$ cat src/iptpm_pkg.sv
package iptpm_pkg;

  // ----------------------------------------
  // Table geometry
  // ----------------------------------------
  localparam int unsigned IPTPM_ADDR_W = 8;
  localparam int unsigned IPTPM_DATA_W = 8;
  localparam int unsigned IPTPM_PRIO_W = 2;
  localparam int unsigned IPTPM_IDX_W = 6;
  localparam int unsigned IPTPM_ENTRIES_PER_REG = 4;
  localparam int unsigned IPTPM_NUM_REGS = 9;
  localparam int unsigned IPTPM_NUM_ENTRIES = IPTPM_NUM_REGS * IPTPM_ENTRIES_PER_REG;
  localparam int unsigned IPTPM_TOS_IDX_MSB = 7;
  localparam int unsigned IPTPM_TOS_IDX_LSB = 2;

  // ----------------------------------------
  // Register offsets
  // ----------------------------------------
  localparam logic [7:0] IP_PRIORITY_MAP_IDX00_03 = 8'h90;
  localparam logic [7:0] IP_PRIORITY_MAP_IDX04_07 = 8'h91;
  localparam logic [7:0] IP_PRIORITY_MAP_IDX08_0B = 8'h92;
  localparam logic [7:0] IP_PRIORITY_MAP_IDX0C_0F = 8'h93;
  localparam logic [7:0] IP_PRIORITY_MAP_IDX10_13 = 8'h94;
  localparam logic [7:0] IP_PRIORITY_MAP_IDX14_17 = 8'h95;
  localparam logic [7:0] IP_PRIORITY_MAP_IDX18_1B = 8'h96;
  localparam logic [7:0] IP_PRIORITY_MAP_IDX1C_1F = 8'h97;
  localparam logic [7:0] IP_PRIORITY_MAP_IDX20_23 = 8'h98;
  localparam logic [7:0] IPTPM_TABLE_BASE = IP_PRIORITY_MAP_IDX00_03;

  // ----------------------------------------
  // Reset values and fixed answers
  // ----------------------------------------
  localparam logic [7:0] IPTPM_MAP_RESET = 8'h00;
  localparam logic [7:0] IPTPM_UNMAPPED_READ = 8'h00;
  localparam logic [1:0] IPTPM_PRIO_RESET = 2'h0;
  localparam logic [1:0] IPTPM_PRIO_UNCOVERED = 2'h0;
  localparam int unsigned IPTPM_LOOKUP_LATENCY = 1;

  // ----------------------------------------
  // Carriers
  // ----------------------------------------
  typedef struct packed {
    logic valid;
    logic is_ipv4;
    logic is_ipv6;
    logic [7:0] tos;
    logic [1:0] fallback_prio;
  } iptpm_frame_type;

  typedef struct packed {
    logic valid;
    logic from_table;
    logic [1:0] prio;
  } iptpm_result_type;

  typedef struct packed {
    logic wr;
    logic rd;
    logic [7:0] addr;
    logic [7:0] wdata;
  } iptpm_reg_req_type;

  typedef struct packed {
    logic valid;
    logic hit;
    logic [7:0] rdata;
  } iptpm_reg_rsp_type;

endpackage

$ cat src/iptpm_entry_select.sv
module iptpm_entry_select
  import iptpm_pkg::*;
#(
  parameter int unsigned NUM_REGS = IPTPM_NUM_REGS
) (
  // Flattened table, register 0 in the low byte
  input wire logic [NUM_REGS*8-1:0] table_flat,
  // Six-bit class index
  input wire logic [IPTPM_IDX_W-1:0] index,
  // Selected entry
  output logic [IPTPM_PRIO_W-1:0] entry,
  output logic covered
);

  // ----------------------------------------
  // Entry select
  // ----------------------------------------
  // Entry n sits at bits 2n+1:2n of the flat table, four to a byte
  localparam int unsigned ENTRIES = NUM_REGS * IPTPM_ENTRIES_PER_REG;

  wire [IPTPM_PRIO_W-1:0] entry_array [ENTRIES];

  genvar g;
  generate
    for (g = 0; g < ENTRIES; g++) begin : g_entry
      assign entry_array[g] = table_flat[g*2 +: 2];
    end
  endgenerate

  // Indices beyond the held table read as a fixed priority
  assign covered = (32'(index) < ENTRIES);
  assign entry = covered ? entry_array[index] : IPTPM_PRIO_UNCOVERED;

endmodule

$ cat src/iptpm_top.sv
module iptpm_top
  import iptpm_pkg::*;
#(
  parameter int unsigned NUM_REGS = IPTPM_NUM_REGS
) (
  // Clock and reset
  input wire logic ref_clk,
  input wire logic rst,
  // Register port
  input wire iptpm_reg_req_type reg_req,
  output iptpm_reg_rsp_type reg_rsp,
  // Classification control
  input wire logic ip_prio_enable,
  // Frame side
  input wire iptpm_frame_type frame_in,
  output iptpm_result_type prio_out
);

  // ----------------------------------------
  // Address decode
  // ----------------------------------------
  // Returns the table slot for an address; valid only when in range
  function automatic logic [7:0] slot_of(input logic [7:0] addr);
    slot_of = addr - IPTPM_TABLE_BASE;
  endfunction

  function automatic logic in_table(input logic [7:0] addr);
    in_table = (addr >= IPTPM_TABLE_BASE) &&
               (32'(slot_of(addr)) < NUM_REGS);
  endfunction

  wire [7:0] wr_slot;
  wire [7:0] rd_slot;
  wire wr_hit;
  wire rd_hit;

  assign wr_slot = slot_of(reg_req.addr);
  assign rd_slot = slot_of(reg_req.addr);
  assign wr_hit = reg_req.wr && in_table(reg_req.addr);
  assign rd_hit = reg_req.rd && in_table(reg_req.addr);

  // ----------------------------------------
  // Priority map registers
  // ----------------------------------------
  // Slot 0 holds indices 0-3 and slot 8 indices 0x20-0x23, each byte
  // carries four entries with the lowest index in bits 1-0
  logic [7:0] map_reg [NUM_REGS];
  wire [NUM_REGS*8-1:0] table_flat;

  genvar r;
  generate
    for (r = 0; r < NUM_REGS; r++) begin : g_map
      wire this_wr;
      assign this_wr = wr_hit && (32'(wr_slot) == r);

      always_ff @(posedge ref_clk) begin
        if (rst) begin
          map_reg[r] <= IPTPM_MAP_RESET;
        end else if (this_wr) begin
          map_reg[r] <= reg_req.wdata;
        end
      end

      // The lookup reads the live registers, so no shadow copy lags a write
      assign table_flat[r*8 +: 8] = map_reg[r];
    end
  endgenerate

  // ----------------------------------------
  // Register read path
  // ----------------------------------------
  wire [7:0] rd_value;
  wire [3:0] rd_index;

  assign rd_index = rd_slot[3:0];
  assign rd_value = rd_hit ? map_reg[rd_index] : IPTPM_UNMAPPED_READ;

  iptpm_reg_rsp_type next_reg_rsp;

  // One continuous assignment for the whole carrier keeps a single driver
  assign next_reg_rsp = '{valid: reg_req.rd, hit: rd_hit, rdata: rd_value};

  always_ff @(posedge ref_clk) begin
    if (rst) begin
      reg_rsp <= '0;
    end else begin
      reg_rsp <= next_reg_rsp;
    end
  end

  // ----------------------------------------
  // Frame classification
  // ----------------------------------------
  wire [IPTPM_IDX_W-1:0] tos_index;
  wire [IPTPM_PRIO_W-1:0] table_entry;
  wire entry_covered;
  wire is_ip;
  wire use_table;

  assign tos_index = frame_in.tos[IPTPM_TOS_IDX_MSB:IPTPM_TOS_IDX_LSB];
  assign is_ip = frame_in.is_ipv4 || frame_in.is_ipv6;
  assign use_table = ip_prio_enable && is_ip;

  iptpm_entry_select #(
    .NUM_REGS(NUM_REGS)
  ) u_select (
    .table_flat(table_flat),
    .index(tos_index),
    .entry(table_entry),
    .covered(entry_covered)
  );

  // Non-IP frames and a disabled map keep the priority decided upstream
  iptpm_result_type next_prio_out;

  assign next_prio_out = '{
    valid: frame_in.valid,
    from_table: frame_in.valid && use_table,
    prio: !frame_in.valid ? IPTPM_PRIO_RESET :
          use_table ? table_entry : frame_in.fallback_prio
  };

  // One register stage, so the queue logic sees a stable priority
  always_ff @(posedge ref_clk) begin
    if (rst) begin
      prio_out <= '0;
    end else begin
      prio_out <= next_prio_out;
    end
  end

endmodule

$ cat config.mk
export PLATFORM = sky130hd
export DESIGN_NAME = iptpm_top
export DESIGN_NICKNAME = d
export VERILOG_FILES = /design/src/iptpm_pkg.sv /design/src/iptpm_entry_select.sv /design/src/iptpm_top.sv
export SDC_FILE = /design/constraint.sdc
export NUM_CORES = 1
export LEC_CHECK = 0
export BUFFER_PORTS_ARGS = -buffer_cell sky130_fd_sc_hd__buf_4
export CORE_UTILIZATION = 49
export CTS_CLUSTER_DIAMETER = 30
export DETAILED_ROUTE_END_ITERATION = 16
export GPL_TIMING_DRIVEN = 0
export PLACE_DENSITY = 0.71
export SLEW_MARGIN = 25
export SYNTH_ARGS = -nofsm -noshare
export SYNTH_HDL_FRONTEND = slang
export SYNTH_SLANG_ARGS = --single-unit
$ cat constraint.sdc
create_clock -name ref_clk -period 2.33 [get_ports ref_clk]
set_input_delay 0.1165 -clock ref_clk [delete_from_list [all_inputs] [get_ports ref_clk]]
set_output_delay 0.1165 -clock ref_clk [all_outputs]
set_load 0.03 [all_outputs]
==> flow_summary.yaml <==
outcome:
  status: "finished clean"
die:
  rows: 34
  chipWidth_um: 96.6
  initial_core_util_pct: 50.5
  dieArea_mm2: 0.00933
  coreArea_mm2: 0.00868
  io_pins: 48
  die_h_um: 96.6
placed_design:
  dpl.hpwl_um: 7600
  gp_congestion: 0.862
  portBuffers: 42
  postPlaceCellArea_mm2: 0.00484
global_route:
  grt.total_usage_pct: 23.6
  grt_max_degree: 16
  grt_antenna_before_repair: 0
  grt-ovfl-total: 0
  grt_pass1_wl_um: 15200
  grt_pass1_vias: 2711
clocking:
  cts_made_buffers: 9
  ctsHtreeMaxLevel: 3
  clock_latency_ps: 360
  post_cts_resize_count: 0
  clock_sinks: 86
  clock_tree.buffer_depth: 2
  path_clk_slew_ps: 90
  root_buffer: "clkbuf_8"
  tritoncts: "built"
timing:
  setup-violations-final: 0
  hold_violations: 0
  tns_ps: 0
  fmax_mhz: 555
  tightestPinTransition_ps: 779
  maxSlewViolCount: 0
  rsz0062_at_grt: "no"
  slew_headroom_pct: 47.7
  fin_crit_ps: 1800
  finClkSkew_ps: 12.7
  fin_crit_sh_pct: 77.3
final_layout:
  fill_cells: 680
  fin_area_mm2: 0.00507
  drive_gt1_share_pct: 27.8
  largest_reg_flops: 72
  final_util_pct: 58.4
  multi_input_area_mm2: 0.00185
  antenna_cells: 0
  fin_nets: 389
  area_growth_pct: 15.6
  regArea_mm2: 0.00244
synthesis:
  synth-seq-cells: 86
  syn_inst: 301
  synth-edff-count: 72
  synth.top_cell.area_share_pct: 49.3
  async_reset_ff_share_pct: 0
  synthFlopType: "edfxtp_1"
  ys_types: 38
  netlist_area_mm2: 0.00438
  synthTopCellsByArea: "edfxtp_1, mux4_2, and2_1, dfxtp_1, mux2i_1"
  syn_area_per_cell_um2: 14.6
  yosysWarnings: 0
  yosysSeqAreaShare_pct: 55.7
  synth_nets: 335
  ys_top_cells_by_count: "and2_1, edfxtp_1, mux4_2"
  synth_top_cell_by_area: "edfxtp_1"
power_and_ir_drop:
  powerDensity_mw_per_mm2: 643
  ir_drop_mv: 0.324
  p_leak_nw: 1.88
run:
  maxCapViolations: 0
route:
  via_count: 2820
  postRouteAntennaNets: 0
  drt_iter0_drc: 261
  drc_errors: 0
  wl_um: 10300
  wl_per_cell_um: 22.1
  dr.pass1.iters: 4
  viasPerCell: 6.03
setup_path:
  timing.critical_path.mode_cell: "clkbuf_1"
  crit_path_end_kind: "flip-flop"
  critPathBufInv: 3
  crit_type: "in -> reg"
  cp.arrival_ps: 1800
  cp_top_family: "buffers and inverters"
  crit_fanout: 10
  cp.required_ps: 2330
  crit_chain: "clkbuf_1 -> clkinv_1 -> clkbuf_1 -> o21ai_1"
  startpoint_type: "input pin"
  max_stage_delay_ps: 600
  crit_slowest_cell: "o21ai_1"
min_path:
  hold_class: "in -> reg"
==> per-stage QoR <==
stage          hold WS [ps]  setup slack, ps  power [W]  cells
2_1_floorplan           210              482    0.00202    301
3_3_place_gp            354            -54.9    0.00217    451
3_5_place_dp            364            -34.9    0.00218    451
4_1_cts                20.7              342    0.00325    468
5_1_grt                38.1              412    0.00334    468
6_report               26.8              530    0.00326    468
==> placed cells by master, fill, tap and decap left out, types with 2 or more instances in the layout <==
cell and count:
and2_1 72, edfxtp_1 72, buf_4 43, mux4_2 27, mux2i_1 22, nor2_1 19, dfxtp_1 14, clkbuf_8 10
a211oi_1 8, o21ai_1 6, nand2_1 5, mux4_1 5, buf_2 4, inv_1 3, nand2b_1 3, o31ai_2 3
nor2b_1 3, buf_6 3, nand3_1 3, clkbuf_1 2, nand4b_1 2, nand4_1 2, o21ai_0 2, nor3_1 2
a21oi_1 2, a31o_1 2
==> metal layers <==
metal | GRT usage, % | up-vias | wire [um]
li1 | - | 1269 | -
met1 | 31.6 | 1394 | 4330
met2 | 37.3 | 136 | 4900
met3 | 4.15 | 21 | 760
met4 | 11.5 | 0 | 342
met5 | 0 | - | 0
==> cell type report <==
| cell class | count | area share (%) |
|---|---|---|
| buffer | 12 | 1.83 |
| clock buffer | 10 | 2.72 |
| clock inverter | 6 | 1.36 |
| inverter | 4 | 0.296 |
| multi-input combinational | 199 | 36.5 |
| sequential | 86 | 48.2 |
| tap | 108 | 2.67 |
| timing repair buffer | 43 | 6.42 |
==> logic make-up (layout without fill, tap and decap cells) <==
kind of cell	Yosys count	after routing	synth area share, %
AO/OA/AOI/OAI	27	27	4.11
buffers and inverters	16	75	2.45
flip-flops	86	86	55.7
multiplexers	54	54	21.9
AND/OR/NAND/NOR	118	118	15.8
==> worst reg2reg max path: cells and delay by family, from the launching register on <==
kind,cells,cell delay (ps)
multiplexers,2,840
AO/OA/AOI/OAI,2,380
flip-flops,1,410
==> power by group <==
part	internal (W)	switching, W	leakage, nW
sequential	0.00173	0.0000413	0.797
clock	0.000533	0.000573	0.105
combinational	0.000180	0.000196	0.981
==> worst paths after layout <==
check                              start                          end  slack [ps]  cells past startpoint
max                          reg_req[11]  map_reg[8][2]$_SDFFCE_PN0P_         530                      4
min                         frame_in[12]       prio_out[3]$_SDFF_PP0_          30                      3
max reg2reg  map_reg[5][3]$_SDFFCE_PN0P_       prio_out[1]$_SDFF_PP0_         620                      4
min reg2reg  map_reg[8][2]$_SDFFCE_PN0P_        reg_rsp[2]$_SDFF_PP0_         590                      2
==> repair_timing <==
item | 4_1_cts | 5_1_grt
hold endpoints to repair | 1 | 0
hold buffers | 1 | 0
buffers inserted | 0 | 0
No activity file was read; power rests on OpenSTA's default activity.
